$ cat src/design/qpc_pkg.sv
// Package of constants and types for the quadrature position control block
`default_nettype none
package qpc_pkg;
    // =========================================================
    // Register map
    localparam logic [7:0] CTRL_OFS     = 8'h00;
    localparam logic [7:0] INIT_OFS     = 8'h04;
    localparam logic [7:0] CMP_OFS      = 8'h08;
    localparam logic [7:0] MOD_OFS      = 8'h0c;
    localparam logic [7:0] POS_OFS      = 8'h10;
    localparam logic [7:0] STAT_OFS     = 8'h14;
    // =========================================================
    // Control register fields
    localparam int         EN_BIT       = 15;
    localparam int         SIDL_BIT     = 13;
    localparam int         MODE_HI      = 12;
    localparam int         MODE_LO      = 10;
    localparam int         IMB_BIT      = 9;
    localparam int         IMA_BIT      = 8;
    // Writable bits of the control register
    localparam logic [15:0] CTRL_MASK   = 16'hbf00;
    localparam logic [15:0] CTRL_RST    = 16'h0000;
    localparam logic [31:0] POS_RST     = 32'h0000_0000;
    // =========================================================
    // Initialization modes
    localparam logic [2:0] MODE_NONE    = 3'h0;
    localparam logic [2:0] MODE_EVERY   = 3'h1;
    localparam logic [2:0] MODE_NEXT    = 3'h2;
    localparam logic [2:0] MODE_FIRST   = 3'h3;
    localparam logic [2:0] MODE_SECOND  = 3'h4;
    localparam logic [2:0] MODE_CMP     = 3'h5;
    localparam logic [2:0] MODE_MODULO  = 3'h6;
    // =========================================================
    // AHB-Lite encodings
    localparam logic [1:0] HTRANS_NONSEQ = 2'h2;
    localparam logic [1:0] HTRANS_SEQ    = 2'h3;
    // Control fields as a carrier
    typedef struct packed {
        logic       counter_enable_bit;
        logic       idle_stop_bit;
        logic [2:0] position_init_mode;
        logic       index_match_phase_b;
        logic       index_match_phase_a;
    } qpc_ctrl_t;
    // Synchronised encoder levels
    typedef struct packed {
        logic phase_a;
        logic phase_b;
        logic index;
        logic home;
    } qpc_enc_t;
endpackage : qpc_pkg
`default_nettype wire

$ cat src/design/qpc_top.sv
// Quadrature position control with AHB-Lite register access
//
// Our own choices: the register addresses and the AHB-Lite slave port.
`default_nettype none
// What this block does
// Enable bit 15 runs the counters
// Enable low halts counters, registers stay accessible
// Bit 14 reads as zero
// Idle stop set suspends during device idle
// Idle stop clear keeps counting in idle
// Three-bit init mode field; 111 reserved
// Code 110 selects modulo counting
// Code 101 resets on compare equality
// Code 100 loads on second index after home
// Code 000 index leaves counter alone
// Phase B match level chosen by bit 9
// Phase A match level chosen by bit 8
// Code 011 loads on first index after home
// Code 010 loads on next index
// Code 001 resets on every index
// Index event needs index and matching phases
module qpc_top
    import qpc_pkg::*;
#(
    parameter int PW = 32
) (
    // Clock and reset
    input  wire logic          clk_i,
    input  wire logic          rst_b_i,
    // AHB-Lite slave
    input  wire logic          hsel_i,
    input  wire logic [31:0]   haddr_i,
    input  wire logic [1:0]    htrans_i,
    input  wire logic          hwrite_i,
    input  wire logic [2:0]    hsize_i,
    input  wire logic [31:0]   hwdata_i,
    input  wire logic          hready_i,
    output logic      [31:0]   hrdata_o,
    output logic               hreadyout_o,
    output logic               hresp_o,
    // Device power state
    input  wire logic          device_idle_i,
    // Encoder pins
    input  wire logic          phase_a_input_i,
    input  wire logic          phase_b_input_i,
    input  wire logic          index_i,
    input  wire logic          home_i,
    // Position output
    output logic      [PW-1:0] position_o
);
    // =========================================================
    // Storage
    // Software-visible registers
    logic [15:0]   ctrl_ff;       // Control register
    logic [PW-1:0] init_ff;       // Initialization value register
    logic [PW-1:0] cmp_ff;        // Equality compare register
    logic [PW-1:0] mod_ff;        // Modulo limit register
    logic [PW-1:0] pos_ff;        // Position counter

    // Bus interface state
    logic [31:0]   rdata_ff;      // Read data register
    logic          wr_pend_ff;    // Write data phase pending
    logic [7:0]    wr_addr_ff;    // Latched write address

    // Index sequencing flags
    logic          home_seen_ff;  // Home event armed
    logic          first_done_ff; // First index after home seen
    logic          next_armed_ff; // Next-index load still pending

    // Edge history and status
    logic          idx_q_ff;      // Previous index match
    logic          home_q_ff;     // Previous home level
    logic          sidle_ff;      // Idle stop status

    // =========================================================
    // Synchronise encoder pins
    // All four pins pass two flops before any logic reads them
    qpc_enc_t enc_raw;
    qpc_enc_t enc;
    assign enc_raw = '{phase_a: phase_a_input_i, phase_b: phase_b_input_i,
                       index: index_i, home: home_i};
    qpc_sync #(.W(4)) u_sync (
        .clk_i   (clk_i),
        .rst_b_i (rst_b_i),
        .async_i (enc_raw),
        .sync_o  (enc)
    );

    // =========================================================
    // Quadrature decode
    // A double-phase jump is dropped, not counted
    logic step;  // One count step
    logic up;    // Direction
    qpc_decode u_dec (
        .clk_i     (clk_i),
        .rst_b_i   (rst_b_i),
        .phase_a_i (enc.phase_a),
        .phase_b_i (enc.phase_b),
        .step_o    (step),
        .up_o      (up)
    );

    // =========================================================
    // Control field view
    // Field positions are package constants
    qpc_ctrl_t ctl;
    assign ctl = '{counter_enable_bit:  ctrl_ff[EN_BIT],
                   idle_stop_bit:       ctrl_ff[SIDL_BIT],
                   position_init_mode:  ctrl_ff[MODE_HI:MODE_LO],
                   index_match_phase_b: ctrl_ff[IMB_BIT],
                   index_match_phase_a: ctrl_ff[IMA_BIT]};

    // Running: enabled and not stopped by idle
    // Idle stop only acts while the device idles
    wire run = ctl.counter_enable_bit
             & ~(ctl.idle_stop_bit & device_idle_i);

    // Index match on level and both phases
    // A level match; the event is its rising edge
    wire idx_match = enc.index
                   & (enc.phase_b == ctl.index_match_phase_b)
                   & (enc.phase_a == ctl.index_match_phase_a);
    // Rising edges of the index match and of home
    wire idx_evt   = idx_match & ~idx_q_ff;
    wire home_evt  = enc.home & ~home_q_ff;

    // Index action per mode
    // Code 111 is reserved and acts like 000
    wire [2:0] md     = ctl.position_init_mode;
    wire idx_reset    = idx_evt & (md == MODE_EVERY);
    wire idx_load_nxt = idx_evt & (md == MODE_NEXT) & next_armed_ff;
    wire idx_load_1st = idx_evt & (md == MODE_FIRST)
                      & home_seen_ff;
    wire idx_load_2nd = idx_evt & (md == MODE_SECOND)
                      & home_seen_ff & first_done_ff;
    wire idx_load     = idx_load_nxt | idx_load_1st | idx_load_2nd;
    // Compare reset is tested every cycle while running
    wire cmp_reset    = (md == MODE_CMP) & (pos_ff == cmp_ff);
    wire is_modulo    = (md == MODE_MODULO);

    // Hardware sets of the sequencing flags win over a
    // control write that clears them in the same cycle
    wire home_set     = run & home_evt;
    wire first_set    = run & idx_evt & home_seen_ff & ~home_evt
                      & ~idx_load_1st & ~idx_load_2nd;

    // Step with optional modulo wrap
    // Modulo counts run from zero up to the limit
    logic [PW-1:0] stepped;
    always_comb begin
        stepped = pos_ff;
        // Up wraps from the limit to zero
        if (up) begin
            if (is_modulo && pos_ff == mod_ff) begin
                stepped = '0;
            end else begin
                stepped = pos_ff + 1'b1;
            end
        end else begin
            // Down wraps from zero to the limit
            if (is_modulo && pos_ff == '0) begin
                stepped = mod_ff;
            end else begin
                stepped = pos_ff - 1'b1;
            end
        end
    end

    // Next position; mode 000 and 111 take no index action
    // A reset beats a load, and a load beats a step
    logic [PW-1:0] nxt_pos;
    always_comb begin
        nxt_pos = pos_ff;
        if (run) begin
            if (idx_reset || cmp_reset) begin
                nxt_pos = '0;
            end else if (idx_load) begin
                nxt_pos = init_ff;
            end else if (step) begin
                nxt_pos = stepped;
            end
        end
    end

    // =========================================================
    // AHB-Lite decode
    // An address phase is taken when selected, ready and active
    wire        addr_ok  = hsel_i & hready_i & htrans_i[1];
    wire        wr_req   = addr_ok & hwrite_i;
    wire        rd_req   = addr_ok & ~hwrite_i;
    wire [7:0]  a_ofs    = haddr_i[7:0];

    // One write strobe per register in the data phase
    wire        w_ctrl   = wr_pend_ff & (wr_addr_ff == CTRL_OFS);
    wire        w_init   = wr_pend_ff & (wr_addr_ff == INIT_OFS);
    wire        w_cmp    = wr_pend_ff & (wr_addr_ff == CMP_OFS);
    wire        w_mod    = wr_pend_ff & (wr_addr_ff == MOD_OFS);
    wire        w_pos    = wr_pend_ff & (wr_addr_ff == POS_OFS);

    // Read mux; bit 14 and other unused bits read zero
    // Status word: home armed, idle stopped, running
    // Unmapped offsets read as zero
    logic [31:0] rmux;
    always_comb begin
        case (a_ofs)
            CTRL_OFS: rmux = {16'h0000, ctrl_ff & CTRL_MASK};
            INIT_OFS: rmux = 32'(init_ff);
            CMP_OFS:  rmux = 32'(cmp_ff);
            MOD_OFS:  rmux = 32'(mod_ff);
            POS_OFS:  rmux = 32'(pos_ff);
            STAT_OFS: rmux = {29'h0, home_seen_ff, sidle_ff, run};
            default:  rmux = 32'h0000_0000;
        endcase
    end

    // =========================================================
    // Bus registers (writes always accepted)
    // The write address follows the bus; read only while pending
    // Read data is captured only when a read is taken
    always_ff @(posedge clk_i) begin
        if (!rst_b_i) begin
            wr_pend_ff <= 1'b0;
            wr_addr_ff <= 8'h00;
            rdata_ff   <= 32'h0000_0000;
        end else begin
            wr_pend_ff <= wr_req;
            wr_addr_ff <= a_ofs;
            if (rd_req) begin
                rdata_ff <= rmux;
            end
        end
    end

    // Software registers stay writable while halted
    // Narrow registers take the low bits of the data word
    always_ff @(posedge clk_i) begin
        if (!rst_b_i) begin
            ctrl_ff <= CTRL_RST;
            init_ff <= '0;
            cmp_ff  <= '0;
            mod_ff  <= '0;
        end else begin
            if (w_ctrl) ctrl_ff <= hwdata_i[15:0] & CTRL_MASK;
            if (w_init) init_ff <= hwdata_i[PW-1:0];
            if (w_cmp)  cmp_ff  <= hwdata_i[PW-1:0];
            if (w_mod)  mod_ff  <= hwdata_i[PW-1:0];
        end
    end

    // =========================================================
    // Position counter and index sequencing
    always_ff @(posedge clk_i) begin
        if (!rst_b_i) begin
            // Counter, flags and edge history start idle
            pos_ff        <= POS_RST;
            home_seen_ff  <= 1'b0;
            first_done_ff <= 1'b0;
            next_armed_ff <= 1'b1;
            idx_q_ff      <= 1'b0;
            home_q_ff     <= 1'b0;
            sidle_ff      <= 1'b0;
        end else begin
            // Edge history and idle status
            idx_q_ff  <= idx_match;
            home_q_ff <= enc.home;
            sidle_ff  <= ctl.idle_stop_bit & device_idle_i;
            // A bus write to the position wins over counting
            pos_ff    <= w_pos ? hwdata_i[PW-1:0] : nxt_pos;
            // Control write rearms the one-shot sequences
            if (w_ctrl) begin
                // Clear, unless hardware sets in the same cycle
                home_seen_ff  <= home_set;
                first_done_ff <= first_set;
                next_armed_ff <= 1'b1;
            end else if (run) begin
                // Home arms both after-home modes
                if (home_evt) begin
                    home_seen_ff  <= 1'b1;
                    first_done_ff <= 1'b0;
                end else if (idx_load_1st || idx_load_2nd) begin
                    // A load disarms until the next home
                    home_seen_ff  <= 1'b0;
                    first_done_ff <= 1'b0;
                end else if (idx_evt && home_seen_ff) begin
                    // First index after home is noted
                    first_done_ff <= 1'b1;
                end
                // Next-index loads once per control write
                if (idx_load_nxt) begin
                    next_armed_ff <= 1'b0;
                end
            end
        end
    end

    // =========================================================
    // Outputs
    // Zero wait states and an OKAY answer, always
    // Read data and position come straight from flops
    assign hrdata_o    = rdata_ff;
    assign hreadyout_o = 1'b1;
    assign hresp_o     = 1'b0;
    assign position_o  = pos_ff;
endmodule : qpc_top
`default_nettype wire

$ cat src/design/qpc_sync.sv
// Two flip-flop synchroniser for the encoder pins
`default_nettype none
module qpc_sync
    import qpc_pkg::*;
#(
    parameter int W = 4
) (
    // Clock and reset
    input  wire logic         clk_i,
    input  wire logic         rst_b_i,
    // Asynchronous in, synchronous out
    input  wire logic [W-1:0] async_i,
    output logic      [W-1:0] sync_o
);
    logic [W-1:0] meta_ff;  // First stage, read only by second
    logic [W-1:0] sync_ff;  // Second stage

    // =========================================================
    // Two stages per bit
    always_ff @(posedge clk_i) begin
        if (!rst_b_i) begin
            meta_ff <= '0;
            sync_ff <= '0;
        end else begin
            meta_ff <= async_i;
            sync_ff <= meta_ff;
        end
    end
    assign sync_o = sync_ff;
endmodule : qpc_sync
`default_nettype wire

$ cat src/design/qpc_decode.sv
// Quadrature phase decoder producing count pulses and direction
`default_nettype none
module qpc_decode
    import qpc_pkg::*;
(
    // Clock and reset
    input  wire logic clk_i,
    input  wire logic rst_b_i,
    // Synchronised phases
    input  wire logic phase_a_i,
    input  wire logic phase_b_i,
    // Count outputs
    output logic      step_o,
    output logic      up_o
);
    logic a_q_ff;  // Previous phase A
    logic b_q_ff;  // Previous phase B

    // =========================================================
    // Remember last phase levels
    always_ff @(posedge clk_i) begin
        if (!rst_b_i) begin
            a_q_ff <= 1'b0;
            b_q_ff <= 1'b0;
        end else begin
            a_q_ff <= phase_a_i;
            b_q_ff <= phase_b_i;
        end
    end
    // A single-phase change is one step; both at once is ignored
    assign step_o = (phase_a_i ^ a_q_ff) ^ (phase_b_i ^ b_q_ff);
    // A leads B for counting up
    assign up_o   = phase_a_i ^ b_q_ff;
endmodule : qpc_decode
`default_nettype wire

$ cat config.mk
export PLATFORM = sky130hd
export DESIGN_NAME = qpc_top
export DESIGN_NICKNAME = d
export VERILOG_FILES = /design/src/design/qpc_pkg.sv /design/src/design/qpc_top.sv /design/src/design/qpc_sync.sv /design/src/design/qpc_decode.sv
export SDC_FILE = /design/constraint.sdc
export NUM_CORES = 1
export LEC_CHECK = 0
export ABC_AREA = 1
export BUFFER_PORTS_ARGS = -buffer_cell sky130_fd_sc_hd__buf_2
export CORE_MARGIN = 2
export CORE_UTILIZATION = 40
export CTS_CLUSTER_DIAMETER = 80
export DETAILED_ROUTE_END_ITERATION = 10
export SLEW_MARGIN = 20
export SYNTH_ARGS = -nofsm -noshare
export SYNTH_HDL_FRONTEND = slang
export SYNTH_HIERARCHICAL = 1
export SYNTH_SLANG_ARGS = --single-unit
$ cat constraint.sdc
create_clock -name clk_i -period 2 [get_ports clk_i]
set_input_delay 0.3 -clock clk_i [delete_from_list [all_inputs] [get_ports clk_i]]
set_output_delay 0.3 -clock clk_i [all_outputs]
set_load 0.01 [all_outputs]
* Word level (Yosys, flattened, before mapping)
Index checks and enable logic that the tools add are counted.
** Storage, ports and cells
- Bits in registers :: 192
- Input bits :: 79
- Output and inout bits :: 66
- Word-level logic and storage cells :: 119
** Operators by class
- Add/sub/neg operators :: 2
- Equal/unequal tests :: 19
- Muxes and demuxes :: 18
- Bitwise gates (word level) :: 44
- Reduce and logical (&&, ||, !) cells :: 18
** Operators by type and width (number)
- two-way mux 32 bit :: 8
- one-hot mux 32 bit (6 select lines) :: 1
- == test 32 bit :: 2
- adder 32 x 1 -> 32 bit, second input constant :: 1
- == test 8 x 4 -> 1 bit, second input constant :: 4
- logical NOT 32 bit :: 1
- subtractor 32 x 1 -> 32 bit, second input constant :: 1
- AND 1 bit :: 30
- == test 8 x 5 -> 1 bit, second input constant :: 3
- == test 8 x 3 -> 1 bit, second input constant :: 2
- logical NOT 8 bit :: 2
- == test 3 bit, second input constant :: 3
- two-way mux 1 bit :: 9
- inverter 1 bit :: 8
- AND reduction 2 bit :: 4
- nonzero test 4 bit :: 2
- == test 3 x 2 -> 1 bit, second input constant :: 2
- nonzero test 2 bit :: 2
- bitwise XOR 1 bit :: 4
- == test 3 x 1 -> 1 bit, second input constant :: 1
- logical AND 1 bit :: 3
- nonzero test 3 bit :: 1
- == test 1 bit :: 2
- logical OR 1 bit :: 2
- 2 further kinds :: 3

* Depth between registers and ports, before layout
Gate-level depths: netlist of the first run.
- Depth after elaboration :: 12
- Mapped depth :: 17
- Depth with buffers taken out :: 15

* By module
Netlist of the first run, hierarchy kept.
** By module, submodules not included
- qpc_top :: times used 1, cells an instance 2071, area each 12617.1 um^2, seq. area each 3643.5 um^2
- qpc_sync :: times used 1, cells an instance 25, area each 225.2 um^2, seq. area each 160.2 um^2
- qpc_decode :: times used 1, cells an instance 26, area each 135.1 um^2, seq. area each 40.0 um^2

* Worst setup path before layout of the first run
OpenSTA, ideal clock, no wires.
- Path type :: reg-to-reg
- Start :: register pos_ff[0], in the netlist position_o[0]
- End :: register pos_ff[2], in the netlist position_o[2]
- Setup time :: 111 ps
- Arrival :: 1819 ps
- Data required time :: 1889 ps
- Slack :: 70 ps
- Cell stages (with the launch flop) :: 15
- Path buffers :: 1
- Period minus slack after synthesis :: 1930 ps
- Path through :: dfxtp_1 -> inv_2 -> ha_1 -> nand2_2 -> nor2_4 -> nand2_1 -> nor2_4 -> nand2_4 -> buf_6 -> o21ai_1 -> nand2_1 -> a21oi_1 -> nor2_1 -> nor2_1 -> nor2_1
** Between the ends
- Cells in the longest elaborated chain, start to end :: 9
- Elaborated cells between the ends (all ways) :: 19
- Classes of those cells :: 2 x add/sub; 2 x eq/ne; 8 x mux; 1 x bitwise; 6 x reduce/logical
** Ends and longest elaborated chain
- from (decl) :: RTL line qpc_top.sv:58 : logic [PW-1:0] pos_ff;
- from (signal assigned) :: RTL line qpc_top.sv:268 : pos_ff <= w_pos ? hwdata_i[PW-1:0] : nxt_pos;
- parallel branches: the longest is 9 deep, another holds subtractor 32 x 1 -> 32 bit
Several ways; the timed one is not identified. The select of a mux whose other input is x is not followed.
A chain may end at the register's enable or synchronous reset.

* Final worst setup path of the first run
- Start :: register pos_ff[16], in the netlist position_o[16]
- End :: register pos_ff[24], in the netlist position_o[24]
Same word-level chain as after synthesis.

==> results by group, run 1 <==
Yosys
  • Most numerous cell in the Yosys netlist: nand2_1
  • Syn Inst Count: 2,122
  • Synth top cells by count: nand2_1 (621), nor2_1 (312), inv_1 (193)
  • Async S/R FF share, synth: 0%
  • Post-synthesis area per instance: approximately 6.1 sq um
  • Synth cell types: 54
  • Cell taking the most area after synthesis: dfxtp_1
  • Sequential share of the synthesized area: between 20% and 30%
  • Synth top area share: 29.6%
  • Number of flops mapped to enable cells by yosys: 0
  • Post-synthesis register bit count: between 150 and 200
  • Syn Std Cell Area: approximately 0.013 sq mm
  • Dominant synthesized flop cell: dfxtp_1
  • Ranking of synthesized cells by area: dfxtp_1 (30%), nand2_1 (18%), nor2_1 (9.0%)
  • Warnings, synthesis: 6
  • Post-Syn Nets: about 2,200

Route
  • Antenna Nets Post-Route: 0
  • 1st-iter DRT viols: ~1,900
  • WL final: between 50,000 and 60,000 um
  • Detailed-route via count: ~16,000
  • DRC Markers: 0
  • Wire per inst: 20.5 um
  • Drt pass-1 iters: 6
  • Vias/cell: 5.37

Place
  • Port bufs: between 100 and 150
  • RePlAce Congestion: about 1.1
  • Cells after DPL: approximately 2,900
  • Dpl ws: -0.319 ns
  • Dpl hpwl: about 46,000 um

Job
  • Max cap viols: 0

CTS
  • H-Tree Depth: 4
  • Root Buffer: clkbuf_16
  • Clk pin slew, worst setup/hold paths: roughly 0.08 ns
  • CTS tree: built
  • TritonCTS Buffers: 17
  • Sink Count: 192
  • Max Buffers Root-to-Sink: 2
  • Clk_lat worst skew: approximately 0.45 ns

Outcome
  • Status: complete, but fails checks
  • Violated checks: negative setup slack

Die
  • Die H: approximately 180 um
  • Core Area: about 0.032 sq mm
  • Die width: 184 um
  • Row cnt: 65
  • Starting density of the core: 40.9%
  • Die Area: approximately 0.034 sq mm
  • Top-level port count: roughly 150

Critical path
  • CP Launch Type: flop
  • Worst path most repeated cell: nand2_2
  • CP delay by family, top: simple AND/OR/NAND/NOR gates
  • Crit path capture type: flop
  • Worst endpoint data arrival time: about 2.4 ns
  • Reg2Reg Depth: 18
  • Crit-path slowest cell: dfxtp_2
  • Kind of critical path: flop to flop
  • Worst Path Max Fanout: 6
  • Cell Chain, Critical Path: buf_4, inv_6, buf_4, nand2_1, nand2_2, buf_4, nand2_2, nor2_2, nand2_1, nor2_1, nand3_2, buf_6, nand2_2, nand2_1, nand2_2, nand2_2, nand2_1, a21oi_1
  • Reg2reg setup slack: -0.06 ns
  • Reg-to-Reg Start: position_o[16]
  • Worst R2R End: position_o[24]
  • CP bufs+invs: 5
  • Slowest Stage Delay on Critical Path: ~0.34 ns
  • Req. time, crit path: about 2.3 ns

Finish
  • Layout Area Growth over Synthesis: 39.6%
  • Share of layout cells above drive strength 1: 32.4%
  • Fin nets: approximately 2,600
  • # diodes: 0
  • Final non-filler cell total: between 2,000 and 3,000

Timing
  • Setup Skew: roughly 0.015 ns
  • RSZ-0062 raised after global routing: yes
  • Min Clock Period, post-route: between 2 and 2.5 ns
  • Fmax: between 400 and 500 MHz
  • Final hold violations: 0
  • Final period util: 103%
  • Final worst slack: -0.0615 ns
  • Setup TNS: -0.722 ns
  • Final Max Tran Viols: 0
  • # setup viols final: 23

GRT
  • Remaining global-route overflow: 0
  • Pin count of the biggest net entering global routing: 65
  • GR Util All Layers: 35.3%
  • Vias in the first global route: between 10,000 and 15,000
  • Initial antenna violation count: 1
  • First-pass GRT wire length: 89,000 um

Power
  • Peak supply drop: about 0.00053 V
  • Power Density: between 400 and 500 mW/mm^2
  • Leakage: between 8 and 9 nW

Worst hold path
  • Hold depth: 3
  • Hold EP: u_sync/meta_ff[2]
  • Min-delay src: phase_b_input_i
  • Hold WC Path Type: input port to flop
## state kept, by name (all words and copies together), names as in the netlist
| register | cells |
|---|---|
| sidle_ff | 1 |
| ctrl_ff | 7 |
| cmp_ff | 32 |
| u_dec/a_q_ff | 1 |
| next_armed_ff | 1 |
| home_q_ff | 1 |
| idx_q_ff | 1 |
| mod_ff | 32 |
| wr_addr_ff | 8 |
| u_dec/b_q_ff | 1 |
| wr_pend_ff | 1 |
| hrdata_o | 32 |
| first_done_ff | 1 |
| u_sync/sync_o | 4 |
| u_sync/meta_ff | 4 |
| home_seen_ff | 1 |
| init_ff | 32 |
| position_o | 32 |
## cells in the final DEF, fill, tap and decap left out, types with 71 or more instances in the layout
| cell type | synthesis | final |
|---|---|---|
| nand2_2 | 18 | 71 |
| dfxtp_1 | 192 | 159 |
| buf_2 | 21 | 114 |
| nor2_1 | 312 | 254 |
| o21ai_0 | 105 | 98 |
| nand3_1 | 115 | 95 |
| inv_1 | 193 | 187 |
| buf_4 | 15 | 307 |
| nand2_1 | 621 | 561 |
| a21oi_1 | 139 | 129 |
## worst register-to-register path, stage by stage, from the launching register on
cell	delay, ns
dfxtp_2	0.34
buf_4	0.14
inv_6	0.04
buf_4	0.10
nand2_1	0.06
nand2_2	0.09
buf_4	0.11
nand2_2	0.05
nor2_2	0.09
nand2_1	0.06
nor2_1	0.12
nand3_2	0.15
buf_6	0.18
nand2_2	0.06
nand2_1	0.06
nand2_2	0.12
nand2_2	0.06
nand2_1	0.06
a21oi_1	0.05
## timing repair
item / CTS / global route
setup endpoints to repair: 32 / 32
hold buffers: 0 / 0
pin swaps: 54 / 54
resized for setup: 169 / 137
gates cloned: 2 / 0
setup buffers: 16 / 11
hold endpoints to repair: 0 / 0
## logic make-up after synthesis
kind of cell / share of synthesized area (%)
buffers and inverters: 12.1
other: 0.0579
and+or+nand+nor: 39.4
xor gates and xnor gates: 3.91
AOI/OAI and AO/OA: 14.7
adders and majority gates: 0.193
DFF: 29.6
## metrics by stage
stage	hold WS (ns)	total power [W]	area (sq um)	util, %
4_1_cts	0.0139	0.00794	17600	55.4
2_1_floorplan	0.390	0.00430	13000	-
6_report	0.0282	0.00793	18100	57.1
3_5_place_dp	0.402	0.00461	16400	51.6
3_3_place_gp	0.398	0.00461	16400	51.6
5_1_grt	0.0256	0.00818	18100	57.1
## cell type report
cell class / count / area, sq um
clock buffers: 18 / 429
clock inverters: 14 / 123
fillers: 3183 / 13600
inverters: 220 / 868
multi-input cells: 1591 / 8350
flip-flops and latches: 192 / 3930
well taps: 402 / 503
repair buffers: 484 / 3920
## metal layers
metal	GRT usage, %	up-vias	wire length, um
met5	0	-	9
met4	12.2	2	1940
met3	7.29	109	6410
met2	53.1	844	25500
met1	50.1	7188	26100
li1	-	7540	-
## how the worst max path moves through the flow
stage          slack, ns             end            from  cells past startpoint
6_report           -0.06  position_o[24]  position_o[16]                     18
5_1_grt            -0.17   position_o[5]   position_o[7]                     16
4_1_cts            -0.05   position_o[2]  position_o[23]                     14
3_5_place_dp       -0.32  position_o[19]  position_o[10]                     13
3_3_place_gp       -0.34  position_o[19]  position_o[10]                     13
2_1_floorplan       0.07   position_o[2]   position_o[0]                     14
## where the power goes
group	switching, W	internal [W]	leakage (nW)
clock network	0.00173	0.00164	0.261
registers	0.0000161	0.00382	1.57
logic	0.000480	0.000260	7.00
(Power assumes the default switching activity.)
==> run 2, diff against run 1 <==
- BUFFER_PORTS_ARGS: -buffer_cell sky130_fd_sc_hd__buf_2 -> unset
- DONT_BUFFER_PORTS: unset -> 1
==> run 2 against run 1 <==
Net effect:
- the flow finishes with violations (negative hold slack, negative setup slack)
- clock power up 8.3%
- via count is 0.91% lower
- final cell count down 2.9%
- fmax decreased by 7.9%
- critical endpoint is now position_o[2]
- largest power group unchanged
==> results by group, run 2 (synthesized netlist as in run 1, its figures left out) <==
Outcome
  • Status: complete, but fails checks (unchanged)
  • Violated checks: negative hold slack, negative setup slack (was negative setup slack)

Route
  • 1st-iter DRT viols: 1,919 (was 1,855)
  • WL final: 60,100 um (was 59,900 um)
  • Antenna Nets Post-Route: 0 (unchanged)
  • Detailed-route via count: 15,500 (was 15,700)
  • Wire per inst: 21.2 um (was 20.5 um)
  • DRC Markers: 0 (unchanged)
  • Vias/cell: 5.48 (was 5.37)
  • Drt pass-1 iters: 5 (was 6)

Timing
  • RSZ-0062 raised after global routing: yes (unchanged)
  • Final hold violations: 2 (was 0)
  • Fmax: 447 MHz (was 485 MHz)
  • Setup TNS: -5.44 ns (was -0.722 ns)
  • Worst-margin pin slew: between 0.7 and 0.8 ns
  • Final worst slack: -0.239 ns (was -0.0615 ns)
  • # setup viols final: 32 (was 23)
  • Final period util: 112% (was 103%)
  • Max_slew headroom: ~50%
  • Final Max Tran Viols: 0 (unchanged)
  • Worst Hold Margin: -0.0234 ns (was 0.0282 ns)
  • Min Clock Period, post-route: 2.24 ns (was 2.06 ns)
  • Setup Skew: 0.0160 ns (was 0.0149 ns)

CTS
  • H-Tree Depth: 4 (unchanged)
  • Sink Count: 192 (unchanged)
  • Max Buffers Root-to-Sink: 2 (unchanged)
  • Root Buffer: clkbuf_16 (unchanged)
  • CTS tree: built (unchanged)
  • Clk pin slew, worst setup/hold paths: 0.09 ns (was 0.08 ns)
  • TritonCTS Buffers: 17 (unchanged)
  • Clk_lat worst skew: 0.45 ns (about the same)
  • Hold_buf cts: 39 (was 0)

Finish
  • Layout Area Growth over Synthesis: 36.2% (was 39.6%)
  • Fin nets: 2,502 (was 2,587)
  • Utilization after layout: 55.7% (was 57.1%)
  • Most frequent cells in the layout: nand2_1 (566), buf_4 (303), nor2_1 (272) (was nand2_1 (561), buf_4 (307), nor2_1 (254))
  • # diodes: 0 (unchanged)
  • Commonest non-fill, non-tap cell in the layout: nand2_1 (unchanged)
  • Layout fillers: 3,165 (was 3,183)
  • Post-Layout Inst Area: 0.0177 sq mm (was 0.0181 sq mm)
  • Share of layout cells above drive strength 1: 26.7% (was 32.4%)

Critical path
  • Cell Chain, Critical Path: buf_6, nor2_4, nand2_2, buf_6, nor2_4, inv_2, nor2_4, nand2_4, buf_6, buf_12, o21ai_2, nand2_1, a21oi_2, nor2_1, nor2_1, nor2_1 (was buf_4, inv_6, buf_4, nand2_1, nand2_2, buf_4, nand2_2, nor2_2, nand2_1, nor2_1, nand3_2, buf_6, nand2_2, nand2_1, nand2_2, nand2_2, nand2_1, a21oi_1)
  • Worst R2R End: position_o[2] (was position_o[24])
  • Worst endpoint data arrival time: 2.60 ns (was 2.40 ns)
  • CP Launch Type: flop (unchanged)
  • Worst Path Max Fanout: 7 (was 6)
  • Crit-path slowest cell: dfxtp_4 (was dfxtp_2)
  • Kind of critical path: flop to flop (unchanged)
  • Reg2Reg Depth: 16 (was 18)
  • Crit path capture type: flop (unchanged)
  • Slowest Stage Delay on Critical Path: 0.36 ns (was 0.34 ns)
  • Reg-to-Reg Start: position_o[13] (was position_o[16])
  • Req. time, crit path: 2.36 ns (was 2.34 ns)
  • Reg2reg setup slack: -0.24 ns (was -0.06 ns)

Die
  • Die width: 184 um (unchanged)
  • Starting density of the core: 40.9% (unchanged)
  • Row cnt: 65 (unchanged)
  • Core Area: 0.0317 sq mm (unchanged)
  • Die H: 184 um (unchanged)
  • Top-level port count: 145 (unchanged)
  • Die Area: 0.0339 sq mm (unchanged)

Job
  • Max cap viols: 0 (unchanged)

Worst hold path
  • Hold WC Path Type: input port to flop (unchanged)
  • Hold depth: 1 (was 3)
  • Min-delay src: rst_b_i (was phase_b_input_i)
  • Hold EP: next_armed_ff (was u_sync/meta_ff[2])

Power
  • Total Power: 0.00814 W (was 0.00793 W)
  • Leakage: 8.37 nW (was 8.83 nW)
  • Peak supply drop: 0.000558 V (was 0.000530 V)
  • Power Density: 460 mW/mm^2 (was 438 mW/mm^2)

Place
  • DP Area: 0.0156 sq mm (was 0.0164 sq mm)
  • Dpl hpwl: 44,400 um (was 46,200 um)
  • RePlAce Congestion: 0.982 (was 1.07)
  • Port bufs: 0 (was 114)

GRT
  • First-pass GRT wire length: 88,000 um (was 89,000 um)
  • Vias in the first global route: 14,600 (about the same)
  • Initial antenna violation count: 0 (was 1)
  • GR Util All Layers: 35.0% (was 35.3%)
  • Remaining global-route overflow: 0 (unchanged)
  • Pin count of the biggest net entering global routing: 131 (was 65)
[run 2: changes by cell type in the layout (fill, tap and decap cells not counted), sizes merged, moves of 3 or more]
cell and delta:
buf -129, dlygate4sd3 +39, clkinv +4, clkinvlp -3
inv -3, nand2 +3
[run 2: critical path: cells and delay by family (launching register included)]
family                 cells  cell delay [ns]
AO/OA/AOI/OAI              2             0.23
buffers and inverters      5             0.59
AND/OR/NAND/NOR            9             0.94
flip-flops                 1             0.36
[run 2: worst max path at each step]
| stage | slack [ns] | end | from |
|---|---|---|---|
| 3_3_place_gp | -0.32 | position_o[3] | position_o[18] |
| 2_1_floorplan | 0.07 | position_o[2] | position_o[0] |
| 5_1_grt | -0.27 | position_o[3] | position_o[21] |
| 3_5_place_dp | -0.33 | position_o[3] | position_o[18] |
| 6_report | -0.24 | position_o[2] | position_o[13] |
| 4_1_cts | -0.11 | position_o[3] | position_o[21] |
[run 2: layout make-up]
cell class	instances	area, sq um	share of cell area [%]
inverter	220	852	4.82
tap	402	503	2.85
multi-input combinational	1594	8250	46.6
timing repair buffer	396	3560	20.1
clock inverter	14	173	0.977
sequential	192	3910	22.1
clock buffer	18	439	2.48
[run 2: timing repair]
action,in CTS,in global routing
setup endpoints to repair,32,32
setup buffers,15,14
gates resized for setup,127,114
pin swaps,43,60
cloned,3,4
hold endpoints to repair,85,13
[run 2: per-stage QoR]
step	std cells	worst slack, ns
finish	2836	-0.239
global route	2836	-0.269
CTS	2818	-0.105
detailed placement	2732	-0.331
global placement	2732	-0.319
floorplan	2122	0.0698
[run 2: report_power, final]
| group | switching (W) | total [W] | internal [W] |
|---|---|---|---|
| clock network | 0.00171 | 0.00364 | 0.00192 |
| registers | 0.0000169 | 0.00385 | 0.00383 |
| logic | 0.000394 | 0.000652 | 0.000258 |
| total | 0.00213 | 0.00814 | 0.00601 |
[run 2: per-layer routing]
metal / global-route usage [%] / vias up / wire (um)
met5: 0 / - / 0
met4: 11.7 / 0 / 2290
met3: 8.97 / 132 / 6700
met2: 53.5 / 824 / 25600
met1: 47.8 / 7227 / 25500
li1: - / 7358 / -
==> run 3, diff against run 2 <==
- ABC_AREA: 1 -> unset
==> run 3 against run 2 <==
Net effect:
- the run still ends with negative hold slack, negative setup slack left
- first-iteration DRC count down 17%
- combinational power down 8.9%
- worst setup slack worse by 0.23 ns
- clock skew down 0.0044 ns
- sequential power about the same
- sequential share of layout area up 2.1 points
- global-route usage down 3.8 points
- non-clock buffer count up 14
- synthesized cell count down 36%
- critical path type unchanged
- highest routed layer is now met5
==> results by group, run 3 <==
GRT
  • Met3 usage: 7.02% (was 8.97%)
  • Remaining global-route overflow: 0 (unchanged)
  • Vias in the first global route: 11,100 (was 14,600)
  • Gr busiest metal: met2 (unchanged)
  • Initial antenna violation count: 3 (was 0)
  • Pin count of the biggest net entering global routing: 159 (was 131)
  • GR Util All Layers: 31.2% (was 35.0%)
  • First-pass GRT wire length: 67,400 um (was 88,000 um)
  • GR Util met2: 49.1% (was 53.5%)
  • GR Layer Usage met1: 41.6% (was 47.8%)

Critical path
  • CP Launch Type: flop (unchanged)
  • Crit-path slowest cell: or4_4 (was dfxtp_4)
  • Worst Path Max Fanout: 5 (was 7)
  • Cell Chain, Critical Path: or4_4, nor3_4, buf_4, or3b_4, nor2_2, o32a_1, a21oi_2, a221oi_2, nor2_1 (was buf_6, nor2_4, nand2_2, buf_6, nor2_4, inv_2, nor2_4, nand2_4, buf_6, buf_12, o21ai_2, nand2_1, a21oi_2, nor2_1, nor2_1, nor2_1)
  • Reg-to-Reg Start: position_o[28] (was position_o[13])
  • Worst endpoint data arrival time: 2.80 ns (was 2.60 ns)
  • Crit path capture type: flop (unchanged)
  • Kind of critical path: flop to flop (unchanged)
  • Worst R2R End: position_o[20] (was position_o[2])
  • Reg2Reg Depth: 9 (was 16)
  • Worst setup endpoint: position_o[20] (was position_o[2])
  • Slowest Stage Delay on Critical Path: 0.53 ns (was 0.36 ns)
  • Req. time, crit path: 2.34 ns (was 2.36 ns)
  • CP Launch Point: position_o[28] (was position_o[13])
  • Reg2reg setup slack: -0.47 ns (was -0.24 ns)

Yosys
  • Syn Inst Count: 1,351 (was 2,122)
  • Syn Std Cell Area: 0.0110 sq mm (was 0.0130 sq mm)
  • Post-synthesis register bit count: 192 (unchanged)
  • Cell taking the most area after synthesis: dfxtp_1 (unchanged)
  • Ranking of synthesized cells by area: dfxtp_1 (35%), nand2_1 (7.3%), xnor2_1 (5.4%) (was dfxtp_1 (30%), nand2_1 (18%), nor2_1 (9.0%))
  • Post-Syn Nets: 1,432 (was 2,203)
  • Async S/R FF share, synth: 0% (unchanged)
  • Sequential share of the synthesized area: 35.1% (was 29.6%)
  • Synth top cells by count: nand2_1 (212), dfxtp_1 (192), clkbuf_1 (96) (was nand2_1 (621), nor2_1 (312), inv_1 (193))
  • Warnings, synthesis: 6 (unchanged)
  • Most numerous cell in the Yosys netlist: nand2_1 (unchanged)
  • Synth top area share: 35.1% (was 29.6%)
  • Synth cell types: 68 (was 54)
  • Post-synthesis area per instance: 8.11 sq um (was 6.12 sq um)
  • Number of flops mapped to enable cells by yosys: 0 (unchanged)
  • Dominant synthesized flop cell: dfxtp_1 (unchanged)

Route
  • Detailed-route via count: 11,800 (was 15,500)
  • 1st-iter DRT viols: 1,589 (was 1,919)
  • Drt pass-1 iters: 10 (was 5)
  • DRC Markers: 0 (unchanged)
  • WL final: 48,500 um (was 60,100 um)
  • Wire per inst: 24.1 um (was 21.2 um)
  • Vias/cell: 5.89 (was 5.48)
  • Antenna Nets Post-Route: 0 (unchanged)

CTS
  • Max Buffers Root-to-Sink: 2 (unchanged)
  • CTS tree: built (unchanged)
  • Clk_lat worst skew: 0.46 ns (was 0.45 ns)
  • H-Tree Depth: 4 (unchanged)
  • Sink Count: 192 (unchanged)
  • TritonCTS Buffers: 17 (unchanged)
  • Root Buffer: clkbuf_16 (unchanged)
  • Clk pin slew, worst setup/hold paths: 0.08 ns (was 0.09 ns)

Finish
  • Share of layout cells above drive strength 1: 34.3% (was 26.7%)
  • Layout fillers: 2,349 (was 3,165)
  • Final non-filler cell total: 2,010 (was 2,836)
  • Utilization after layout: 59.7% (was 55.7%)
  • Fin nets: 1,737 (was 2,502)
  • Layout Area Growth over Synthesis: 47.0% (was 36.2%)
  • Commonest non-fill, non-tap cell in the layout: buf_4 (was nand2_1)
  • Most frequent cells in the layout: buf_4 (294), nand2_1 (180), dfxtp_1 (167) (was nand2_1 (566), buf_4 (303), nor2_1 (272))
  • Post-Layout Inst Area: 0.0161 sq mm (was 0.0177 sq mm)

Job
  • Max cap viols: 0 (unchanged)

Timing
  • Worst Hold Margin: -0.00280 ns (was -0.0234 ns)
  • Final Max Tran Viols: 0 (unchanged)
  • Final worst slack: -0.467 ns (was -0.239 ns)
  • RSZ-0062 raised after global routing: yes (unchanged)
  • Final period util: 123% (was 112%)
  • Setup Skew: 0.0116 ns (was 0.0160 ns)
  • Max_slew headroom: 49.2% (was 50.1%)
  • Fmax: 405 MHz (was 447 MHz)
  • Final hold violations: 1 (was 2)
  • # setup viols final: 32 (unchanged)
  • Worst-margin pin slew: 0.762 ns (was 0.740 ns)
  • Min Clock Period, post-route: 2.47 ns (was 2.24 ns)

Die
  • Core Area: 0.0270 sq mm (was 0.0317 sq mm)
  • Die width: 169 um (was 184 um)
  • Row cnt: 60 (was 65)
  • Starting density of the core: 40.6% (was 40.9%)
  • Top-level port count: 145 (unchanged)
  • Die H: 169 um (was 184 um)
  • Die Area: 0.0287 sq mm (was 0.0339 sq mm)

Worst hold path
  • Hold WC Path Type: input port to flop (unchanged)

Outcome
  • Status: complete, but fails checks (unchanged)
  • Violated checks: negative hold slack, negative setup slack (unchanged)

Power
  • Peak supply drop: 0.000525 V (was 0.000558 V)
  • Power Density: 497 mW/mm^2 (was 460 mW/mm^2)
  • Leakage: 6.53 nW (was 8.37 nW)

Place
  • Port bufs: 0 (unchanged)
  • RePlAce Congestion: 0.997 (was 0.982)
  • Cells after DPL: 1,880 (was 2,732)
  • DP Area: 0.0137 sq mm (was 0.0156 sq mm)
  • Dpl hpwl: 31,700 um (was 44,400 um)
run 3: cell count changes in the layout (fill, tap and decap cells not counted), moves of 48 or more:
cell	delta
a21boi_1	+48
nand3_1	-78
nor2_1	-228
o21ai_0	-52
inv_1	-178
a21oi_1	-106
nand2_1	-386
run 3: through the flow:
| step | setup WS (ns) | setup TNS, ns | power (W) |
|---|---|---|---|
| 5_1_grt | -0.508 | -16.71 | 0.00819 |
| 2_1_floorplan | -0.429 | -8.75 | 0.00424 |
| 4_1_cts | -0.420 | -10.71 | 0.00792 |
| 6_report | -0.467 | -11.53 | 0.00799 |
| 3_3_place_gp | -0.578 | -16.72 | 0.00432 |
| 3_5_place_dp | -0.543 | -16.47 | 0.00433 |
run 3: metal layers:
metal  share of wire [%]  up-vias
met1                  41     5689
met3                  10      121
met5               0.047        -
li1                    -     5408
met4                 4.4        4
met2                  44      624
run 3: worst max-delay path: cells and delay by family, from the launching register on:
family                 cells  cell delay, ns
buffers and inverters      1            0.15
AOI/OAI and AO/OA          3            0.46
and+or+nand+nor            5            1.38
DFF                        1            0.35
run 3: layout make-up:
class                   count  area [sq um]  share of cell area, %
clock buffers              17           425                   2.64
inverters                  13          53.8                  0.334
diodes                      1          2.50                 0.0155
multi-input cells        1022          7390                   45.9
well taps                 341           427                   2.65
clock inverters            14           149                  0.925
repair buffers            410          3750                   23.3
flip-flops and latches    192          3890                   24.2
run 3: report_power, final:
group	switching, W	internal [W]
logic	0.000282	0.000312
clock network	0.00179	0.00176
registers	0.0000126	0.00383
total	0.00209	0.00591
run 3: what timing repair did:
item / 4_1_cts / 5_1_grt
hold endpoints to repair: 96 / 11
setup endpoints to repair: 32 / 101
cloned: 1 / 8
buffers inserted: 17 / 19
hold buffers: 48 / 10
pin swaps: 44 / 81
resized for setup: 95 / 194
run 3: kinds of logic after synthesis:
family	after synthesis	share of synthesized area (%)
AOI/OAI and AO/OA	351	23.0
xor gates and xnor gates	121	9.74
muxes	37	3.38
DFF	192	35.1
adders and majority gates	2	0.228
and+or+nand+nor	508	23.1
buffers and inverters	138	5.32
other	2	0.0686
run 3: worst min path at each step:
stage,from,to,cells past startpoint
finish,hwdata_i[1],mod_ff[1],2
global route,rst_b_i,wr_addr_ff[7],1
CTS,device_idle_i,sidle_ff,1
detailed placement,rst_b_i,next_armed_ff,1
global placement,rst_b_i,next_armed_ff,1
floorplan,u_sync/sync_o[1],idx_q_ff,2
